### config.mk
export PLATFORM = sky130hd
export DESIGN_NAME = exception_pending_control
export DESIGN_NICKNAME = d
export VERILOG_FILES = /design/src/shared/exception_pkg.sv /design/src/hdl/pending_flag.sv /design/src/hdl/lowest_pick.sv /design/src/hdl/exception_pending_control.sv
export SDC_FILE = /design/constraint.sdc
export NUM_CORES = 1
export LEC_CHECK = 0
export BUFFER_PORTS_ARGS = -buffer_cell sky130_fd_sc_hd__buf_4
export CAP_MARGIN = 30
export CELL_PAD_IN_SITES_DETAIL_PLACEMENT = 1
export CELL_PAD_IN_SITES_GLOBAL_PLACEMENT = 2
export CORE_ASPECT_RATIO = 0.75
export CORE_MARGIN = 3
export CORE_UTILIZATION = 23
export DETAILED_ROUTE_END_ITERATION = 16
export PLACE_DENSITY_LB_ADDON = 0.1
export REMOVE_ABC_BUFFERS = 1
export SYNTH_ARGS = -nofsm -noshare
export SYNTH_HDL_FRONTEND = slang
export SYNTH_SLANG_ARGS = --single-unit
### constraint.sdc
create_clock -name aclk -period 3 [get_ports aclk]
set_clock_uncertainty 0.2 [all_clocks]
set_input_delay 0.6 -clock aclk [delete_from_list [all_inputs] [get_ports aclk]]
set_output_delay 0.6 -clock aclk [all_outputs]
set_load 0.01 [all_outputs]
### src/shared/exception_pkg.sv
package exception_pkg;

    // register byte offsets inside the system control space
    localparam logic [11:0] ICS_OFFSET = 12'hd04;
    localparam logic [11:0] IRQ_STATUS_OFFSET = 12'hd40;
    localparam logic [11:0] IRQ_MASK_OFFSET = 12'hd44;

    // reset values
    localparam logic [31:0] ICS_RESET = 32'h00000000;
    localparam logic [2:0] IRQ_MASK_RESET = 3'h0;

    // field positions of the interrupt control state word
    localparam int NMI_SET_BIT = 31;
    localparam int SVC_SET_BIT = 28;
    localparam int SVC_CLR_BIT = 27;
    localparam int TICK_SET_BIT = 26;
    localparam int TICK_CLR_BIT = 25;
    localparam int PREEMPT_BIT = 23;
    localparam int EXT_PEND_BIT = 22;
    localparam int PVEC_LSB = 12;
    localparam int AVEC_LSB = 0;
    localparam int VEC_WIDTH = 9;

    // exception numbers
    localparam logic [8:0] NO_VECTOR = 9'h000;
    localparam logic [8:0] NMI_VECTOR = 9'h002;
    localparam logic [8:0] SVC_VECTOR = 9'h00e;
    localparam logic [8:0] TICK_VECTOR = 9'h00f;
    localparam logic [8:0] EXT_VECTOR_BASE = 9'h010;

    // event bits of the interrupt status and mask registers
    localparam int EV_NMI = 0;
    localparam int EV_SVC = 1;
    localparam int EV_TICK = 2;
    localparam int EVENT_COUNT = 3;

    // axi4-lite response codes
    localparam logic [1:0] RESP_OKAY = 2'h0;
    localparam logic [1:0] RESP_SLVERR = 2'h2;

endpackage : exception_pkg

### src/hdl/pending_flag.sv
`timescale 1ns/10ps
module pending_flag
(
    // clock and reset
    input wire logic aclk,
    input wire logic aresetn,
    // requests
    input wire logic set,
    input wire logic clear,
    // state
    output logic flag_reg
);

    typedef struct packed
    {
        logic flag;
    } flag_state_type;

    flag_state_type st_reg;
    flag_state_type st_next;

    // a set in the same cycle as a clear wins
    always_comb
    begin
        st_next = st_reg;
        st_next.flag = (st_reg.flag & ~clear) | set;
    end

    // state register
    always_ff @(posedge aclk)
    begin
        if (!aresetn)
            st_reg <= '0;
        else
            st_reg <= st_next;
    end

    assign flag_reg = st_reg.flag;

endmodule : pending_flag

### src/hdl/lowest_pick.sv
`timescale 1ns/10ps
module lowest_pick
#(
    parameter int WIDTH = 32,
    parameter int INDEX_WIDTH = 5
)
(
    // request lines
    input wire logic [WIDTH-1:0] req,
    // result
    output logic found,
    output logic [INDEX_WIDTH-1:0] index
);

    // lowest set request wins, scanned from the top down
    always_comb
    begin
        found = 1'b0;
        index = '0;
        for (int i = WIDTH - 1; i >= 0; i--)
        begin
            if (req[i])
            begin
                found = 1'b1;
                index = INDEX_WIDTH'(i);
            end
        end
    end

endmodule : lowest_pick

### src/hdl/exception_pending_control.sv
// Functional notes
// - write one sets nonmaskable pending, zero ignored
// - bit 31 reads nonmaskable pending state
// - nonmaskable pending requests entry immediately; exception_request here rises one cycle after nmi_pending
// - nonmaskable handler entry clears its pending
// - bit 28 write one pends service, reads state
// - bit 28 reads zero when not pending
// - only software write pends service exception
// - bit 27 write one clears service pending
// - bit 27 write-only, reads zero
// - control word at 0xd04, resets zero
// - bits 26/25 set and clear tick pending
// - bits 20:12 give highest pending vector
// - bits 8:0 give active vector number
//
// The AXI4-Lite slave port was left to the implementer.
`timescale 1ns/10ps
module exception_pending_control
    import exception_pkg::*;
#(
    parameter int ADDR_WIDTH = 12,
    parameter int NUM_IRQ = 32
)
(
    // clock and reset
    input wire logic aclk,
    input wire logic aresetn,
    // axi4-lite write address
    input wire logic [ADDR_WIDTH-1:0] awaddr,
    input wire logic [2:0] awprot,
    input wire logic awvalid,
    output logic awready,
    // axi4-lite write data
    input wire logic [31:0] wdata,
    input wire logic [3:0] wstrb,
    input wire logic wvalid,
    output logic wready,
    // axi4-lite write response
    output logic [1:0] bresp,
    output logic bvalid,
    input wire logic bready,
    // axi4-lite read address
    input wire logic [ADDR_WIDTH-1:0] araddr,
    input wire logic [2:0] arprot,
    input wire logic arvalid,
    output logic arready,
    // axi4-lite read data
    output logic [31:0] rdata,
    output logic [1:0] rresp,
    output logic rvalid,
    input wire logic rready,
    // hardware exception sources
    input wire logic nmi_request,
    input wire logic tick_request,
    input wire logic [NUM_IRQ-1:0] external_irq,
    // core handshake
    input wire logic handler_entry,
    input wire logic [8:0] entry_vector,
    input wire logic handler_exit,
    // state towards the core
    output logic exception_request,
    output logic [8:0] pending_vector_number,
    output logic [8:0] active_vector_number,
    output logic external_request_pending,
    output logic nmi_pending,
    output logic service_pending,
    output logic tick_pending,
    // interrupt
    output logic irq
);

    // index width of the external request picker, at least one bit
    localparam int IRQ_INDEX_WIDTH = (NUM_IRQ > 1) ? $clog2(NUM_IRQ) : 1;

    typedef struct packed
    {
        logic aw_full;
        logic [11:0] aw_addr;
        logic w_full;
        logic [31:0] w_data;
        logic [3:0] w_strb;
        logic awready;
        logic wready;
        logic bvalid;
        logic [1:0] bresp;
        logic arready;
        logic rvalid;
        logic [1:0] rresp;
        logic [31:0] rdata;
        logic [EVENT_COUNT-1:0] irq_status;
        logic [EVENT_COUNT-1:0] irq_mask;
        logic irq;
        logic exc_request;
        logic [8:0] pending_vec;
        logic [8:0] active_vec;
        logic ext_pending;
    } ctrl_state_type;

    ctrl_state_type st_reg;
    ctrl_state_type st_next;

    logic nmi_flag;
    logic svc_flag;
    logic tick_flag;
    logic ext_found;
    logic [IRQ_INDEX_WIDTH-1:0] ext_index;

    logic do_write;
    logic [31:0] wmask;
    logic [31:0] wbits;
    logic wr_ics;
    logic wr_status;
    logic wr_mask;
    logic nmi_set;
    logic svc_set;
    logic svc_clr;
    logic tick_set;
    logic tick_clr;
    logic nmi_enter;
    logic svc_enter;
    logic tick_enter;
    logic [EVENT_COUNT-1:0] events;
    logic [31:0] ics_word;
    logic [8:0] pick_vec;

    // write decode: a write executes once address and data are both held
    always_comb
    begin
        do_write = st_reg.aw_full & st_reg.w_full & ~st_reg.bvalid;
        for (int b = 0; b < 4; b++)
        begin
            wmask[b*8 +: 8] = {8{st_reg.w_strb[b]}};
        end
        wbits = st_reg.w_data & wmask;
        wr_ics = do_write & (st_reg.aw_addr[11:2] == ICS_OFFSET[11:2]);
        wr_status = do_write & (st_reg.aw_addr[11:2] == IRQ_STATUS_OFFSET[11:2]);
        wr_mask = do_write & (st_reg.aw_addr[11:2] == IRQ_MASK_OFFSET[11:2]);
    end

    // set and clear strobes of the pending flags
    always_comb
    begin
        nmi_set = (wr_ics & wbits[NMI_SET_BIT]) | nmi_request;
        svc_set = wr_ics & wbits[SVC_SET_BIT];
        svc_clr = wr_ics & wbits[SVC_CLR_BIT];
        tick_set = (wr_ics & wbits[TICK_SET_BIT]) | tick_request;
        tick_clr = wr_ics & wbits[TICK_CLR_BIT];
        nmi_enter = handler_entry & (entry_vector == NMI_VECTOR);
        svc_enter = handler_entry & (entry_vector == SVC_VECTOR);
        tick_enter = handler_entry & (entry_vector == TICK_VECTOR);
        events = '0;
        events[EV_NMI] = nmi_set;
        events[EV_SVC] = svc_set;
        events[EV_TICK] = tick_set;
    end

    // nonmaskable pending flag, entry clears, new request wins
    pending_flag nmi_flag_inst
    (
        .aclk(aclk),
        .aresetn(aresetn),
        .set(nmi_set),
        .clear(nmi_enter),
        .flag_reg(nmi_flag)
    );

    // service pending flag, only a software write sets it
    pending_flag svc_flag_inst
    (
        .aclk(aclk),
        .aresetn(aresetn),
        .set(svc_set),
        .clear(svc_clr | svc_enter),
        .flag_reg(svc_flag)
    );

    // periodic tick pending flag
    pending_flag tick_flag_inst
    (
        .aclk(aclk),
        .aresetn(aresetn),
        .set(tick_set),
        .clear(tick_clr | tick_enter),
        .flag_reg(tick_flag)
    );

    // lowest numbered external request
    lowest_pick
    #(
        .WIDTH(NUM_IRQ),
        .INDEX_WIDTH(IRQ_INDEX_WIDTH)
    )
    ext_pick_inst
    (
        .req(external_irq),
        .found(ext_found),
        .index(ext_index)
    );

    // fixed priority: nonmaskable, external, tick, service
    // external lines are read straight from the pins, so a new request
    // reaches the pending vector one edge after it appears
    always_comb
    begin
        if (nmi_flag)
            pick_vec = NMI_VECTOR;
        else if (ext_found)
            pick_vec = EXT_VECTOR_BASE + VEC_WIDTH'(ext_index);
        else if (tick_flag)
            pick_vec = TICK_VECTOR;
        else if (svc_flag)
            pick_vec = SVC_VECTOR;
        else
            pick_vec = NO_VECTOR;
    end

    // read image of the control word, unlisted bits stay zero
    always_comb
    begin
        ics_word = ICS_RESET;
        ics_word[NMI_SET_BIT] = nmi_flag;
        ics_word[SVC_SET_BIT] = svc_flag;
        ics_word[TICK_SET_BIT] = tick_flag;
        ics_word[PREEMPT_BIT] = 1'b0;
        ics_word[EXT_PEND_BIT] = st_reg.ext_pending;
        ics_word[PVEC_LSB +: VEC_WIDTH] = st_reg.pending_vec;
        ics_word[AVEC_LSB +: VEC_WIDTH] = st_reg.active_vec;
    end

    // bus handshakes, register writes and core-facing state
    always_comb
    begin
        st_next = st_reg;

        // write address and data are taken independently
        if (awvalid && st_reg.awready)
        begin
            st_next.aw_full = 1'b1;
            st_next.aw_addr = awaddr[11:0];
        end
        if (wvalid && st_reg.wready)
        begin
            st_next.w_full = 1'b1;
            st_next.w_data = wdata;
            st_next.w_strb = wstrb;
        end

        // write execution and response
        if (do_write)
        begin
            st_next.aw_full = 1'b0;
            st_next.w_full = 1'b0;
            st_next.bvalid = 1'b1;
            if (wr_ics || wr_status || wr_mask)
                st_next.bresp = RESP_OKAY;
            else
                st_next.bresp = RESP_SLVERR;
        end
        else if (st_reg.bvalid && bready)
        begin
            st_next.bvalid = 1'b0;
        end
        st_next.awready = ~st_next.aw_full & ~st_next.bvalid;
        st_next.wready = ~st_next.w_full & ~st_next.bvalid;

        // interrupt mask and sticky status, set wins over write-one clear
        if (wr_mask)
            st_next.irq_mask = wbits[EVENT_COUNT-1:0];
        if (wr_status)
            st_next.irq_status = st_reg.irq_status & ~wbits[EVENT_COUNT-1:0];
        st_next.irq_status = st_next.irq_status | events;
        st_next.irq = |(st_next.irq_status & st_next.irq_mask);

        // read channel, one outstanding read
        if (arvalid && st_reg.arready)
        begin
            st_next.rvalid = 1'b1;
            st_next.rresp = RESP_OKAY;
            if (araddr[11:2] == ICS_OFFSET[11:2])
                st_next.rdata = ics_word;
            else if (araddr[11:2] == IRQ_STATUS_OFFSET[11:2])
                st_next.rdata = {29'h0, st_reg.irq_status};
            else if (araddr[11:2] == IRQ_MASK_OFFSET[11:2])
                st_next.rdata = {29'h0, st_reg.irq_mask};
            else
            begin
                st_next.rdata = 32'h00000000;
                st_next.rresp = RESP_SLVERR;
            end
        end
        else if (st_reg.rvalid && rready)
        begin
            st_next.rvalid = 1'b0;
        end
        // arready stays low while an answer stands: only one read is ever open
        st_next.arready = ~st_next.rvalid & ~(arvalid & st_reg.arready);

        // active exception tracks entry and return to thread mode
        if (handler_entry)
            st_next.active_vec = entry_vector;
        else if (handler_exit)
            st_next.active_vec = NO_VECTOR;

        // core-facing pending summary
        // request and vector are registered together so they always agree
        st_next.pending_vec = pick_vec;
        st_next.exc_request = (pick_vec != NO_VECTOR);
        st_next.ext_pending = |external_irq;
    end

    // state register, all zero after reset
    always_ff @(posedge aclk)
    begin
        if (!aresetn)
        begin
            st_reg <= '0;
            st_reg.irq_mask <= IRQ_MASK_RESET;
        end
        else
        begin
            st_reg <= st_next;
        end
    end

    // outputs straight from flip-flops
    assign awready = st_reg.awready;
    assign wready = st_reg.wready;
    assign bvalid = st_reg.bvalid;
    assign bresp = st_reg.bresp;
    assign arready = st_reg.arready;
    assign rvalid = st_reg.rvalid;
    assign rresp = st_reg.rresp;
    assign rdata = st_reg.rdata;
    assign irq = st_reg.irq;
    assign exception_request = st_reg.exc_request;
    assign pending_vector_number = st_reg.pending_vec;
    assign active_vector_number = st_reg.active_vec;
    assign external_request_pending = st_reg.ext_pending;
    assign nmi_pending = nmi_flag;
    assign service_pending = svc_flag;
    assign tick_pending = tick_flag;

endmodule : exception_pending_control

==> summary.txt <==
Global route
  – Initial antenna violation count: 0
  – Vias in the first global route: 3,347
  – Grt ovf: 0
  – First-pass GRT wire length: between 15,000 and 20,000 um
  – GRT Total Usage: roughly an eighth
  – Largest net degree at the start of global routing: 32

Layout
  – Filler instances: approximately 1,900
  – Syn-to-layout area delta: 30.1%
  – Max FFs per register: 28
  – Diodes inserted: 0
  – Reg area: 1500 um2
  – Multi-input gate area in the final layout: ~1800 um2
  – Post-route cell area: a little under 5000 um2
  – Share of post-route cells with drive strength above 1: roughly 28%
  – Final nets: 670

Placement
  – GPL Wtd Cong: about 0.78
  – # port buffers: 128
  – Detailed placer's ending HPWL: between 8000 and 9000 um
  – DP Area: around 4500 um2

Yosys
  – Post-synth EDFFs: 0
  – Ys async rst share: 0%
  – Main flop type after synthesis: dfxtp_1
  – Yosys top cell area share: 40.4%
  – FF+latch count, synth: 75
  – Cell variety after synth: ~50
  – Most frequent cells after synthesis: nand2_1 (100), dfxtp_1 (75), buf_4 (54)
  – Syn. warnings: 0
  – Top-count cell post-synth: nand2_1
  – Syn_area_per_cell: between 8 and 9 um2
  – Synth area leader: dfxtp_1
  – Synth Instances: roughly 460
  – Post-Syn Area: approximately 3700 um2
  – Synth area leaders: dfxtp_1 (40%), buf_4 (11%), nand2_1 (10%)
  – Post-synthesis sequential area ratio: between 40% and 50%

Worst setup path
  – Critical Path AT: roughly 2.4 ns
  – R2R setup slack: 0.72 ns
  – CP bufs+invs: 1
  – Critical Path Sink: rdata[14]
  – Setup crit start: araddr[3]
  – Worst-path maximum fanout: 16
  – Kind of end point of the critical path: flip-flop
  – CP top delay family: simple AND/OR/NAND/NOR gates
  – Worst reg-to-reg path cell count: 6
  – Element type at the critical path start: primary input
  – Cell chain of the critical path: buf_4 -> or4_1 -> nor2_1 -> a31oi_1 -> nand2b_1 -> a21oi_1
  – FF-to-FF Start: st_reg[115]
  – Stages on the worst setup path: 6
  – CP max stage cell: nand2b_1
  – R2R Path End: irq
  – Critical path class: in -> reg
  – Worst EP required: 3.05 ns
  – Slowest stage delay, CP: 0.54 ns

Clock network
  – Postcts setup bufs: 0
  – CTS tree: done
  – CTS Hold Bufs: 0
  – Root buf cell: clkbuf_16
  – Worst-path clk slew: 0.06 ns
  – Clk_lat worst skew: approximately 0.33 ns
  – H-tree depth: 3
  – TritonCTS Buffers: 9
  – Max clock buf depth: 2
  – Sink Count: 75
  – CTS resizes: 0

Timing
  – Setup violators final: 0
  – Min Hold Slack: 0.257 ns
  – Slew Limit Headroom: roughly 54%
  – Max-slew violations: 0
  – Final Hold Fails: 0
  – Min Tclk post-route: between 2 and 2.5 ns
  – Final worst-path cycle share: between 70% and 80%
  – Fmax: roughly 0.43 GHz
  – Setup tns final: 0 ns
  – Worst-Margin Slew: about 0.70 ns
  – RSZ-0062 raised after global routing: false

Floorplan
  – Area of the core: 15,500 um2
  – Die area: around 18,000 um2
  – Die height: about 120 um
  – I/O Pins: between 150 and 200
  – Row count: 39
  – Initial core utilization: a little under a quarter
  – Die Width: 153 um

Detailed routing
  – Post-route antenna net violation count: 0
  – Routed wire length: between 10,000 and 15,000 um
  – Initial DRC count: 76
  – Drt wl/cell: 14.8 um
  – DR DRC count: 0
  – DR pass1 iterations: 4
  – Routed vias: 3,319
  – Via density: about 4.4

Power
  – Pwr dens: 500 nW/um2
  – Clk pwr share: between 40% and 50%
  – Combinational power share: between 10% and 20%
  – Sequential power share: around 44%
  – Internal power: around 0.0018 W
  – Switching share of power: between 20 and 25%
  – Tot Pwr: 0.00242 W
  – Switching pwr: a little under 0.0006 W
  – Worst vdd ir: ~0.23 mV
  – Leak: ~2.0 nW

Run
  – Max Cap Violations: 0

Min path
  – Worst hold path type: reg -> reg

Outcome
  – Status: finished clean
power groups by stage:
stage               registers [W]  logic [W]  clock network (W)
global placement          0.00109   0.000300                  0
floorplan                 0.00109   0.000108                  0
global route              0.00107   0.000335            0.00115
finish                    0.00107   0.000298            0.00105
CTS                       0.00107   0.000303            0.00110
detailed placement        0.00109   0.000303                  0
final cells by class:
cell class / instances / area share, %
multi-input cells: 326 / 36.6
flip-flops and latches: 75 / 31.1
repair buffers: 132 / 20.5
well taps: 205 / 5.31
clock buffers: 11 / 4.82
clock inverters: 4 / 1.09
inverters: 8 / 0.621
how the worst min path moves through the flow:
| stage | from | end | depth (start not counted) |
|---|---|---|---|
| detailed placement | rdata[28] | rdata[28] | 2 |
| global placement | rdata[7] | rdata[7] | 2 |
| floorplan | st_reg[117] | awready | 1 |
| global route | rdata[17] | rdata[17] | 2 |
| CTS | rdata[28] | rdata[28] | 2 |
| finish | rdata[28] | rdata[28] | 2 |
cells by family (layout without fill, tap and decap cells):
kind of cell           after synthesis  in the layout  synth area share (%)
multiplexers                         6              6                  1.72
AND/OR/NAND/NOR                    212            212                  28.6
AO/OA/AOI/OAI                       90             90                  15.5
buffers and inverters               79            155                  13.7
other                                1             18                 0.101
flip-flops                          75             75                  40.4
tightest hold or removal path, stage by stage (launching register included):
cell and delay [ns]:
dfxtp_1 0.31, nand2_1 0.05, a21oi_1 0.05
metrics by stage:
step	std cells	util [%]	setup slack, ns
after CTS	761	31.1	0.634
after global placement	746	29.3	0.310
after global routing	761	31.1	0.447
after detailed placement	746	29.3	0.280
after floorplan	409	-	0.694
final	761	31.1	0.675
cell usage in the layout, fill, tap and decap left out, types with 2 or more instances in the layout:
| cell | instances |
|---|---|
| a21boi_0 | 25 |
| clkbuf_16 | 9 |
| buf_4 | 132 |
| clkinv_4 | 2 |
| nor2_1 | 23 |
| nor2b_1 | 21 |
| nor3b_1 | 9 |
| nor4b_1 | 2 |
| mux2i_1 | 3 |
| conb_1 | 18 |
| o21ai_0 | 6 |
| o31ai_1 | 2 |
| nor4_1 | 7 |
| nand2b_1 | 5 |
| inv_1 | 8 |
| o22ai_1 | 3 |
| a221oi_1 | 3 |
| and3b_1 | 2 |
| nor3_1 | 11 |
| nand3_1 | 5 |
| or4_1 | 2 |
| dfxtp_1 | 75 |
| a31oi_1 | 6 |
| clkbuf_1 | 2 |
| a21oi_1 | 37 |
| mux2_2 | 3 |
| nand4_1 | 4 |
| nand2_1 | 100 |
| and2_1 | 7 |
layer usage:
layer | wire length, um | GRT usage, %
met5 | 0 | 0
met4 | 87 | 3.09
met3 | 646 | 4.18
met2 | 4840 | 19.5
met1 | 5690 | 17.3
(Power assumes the default switching activity.)
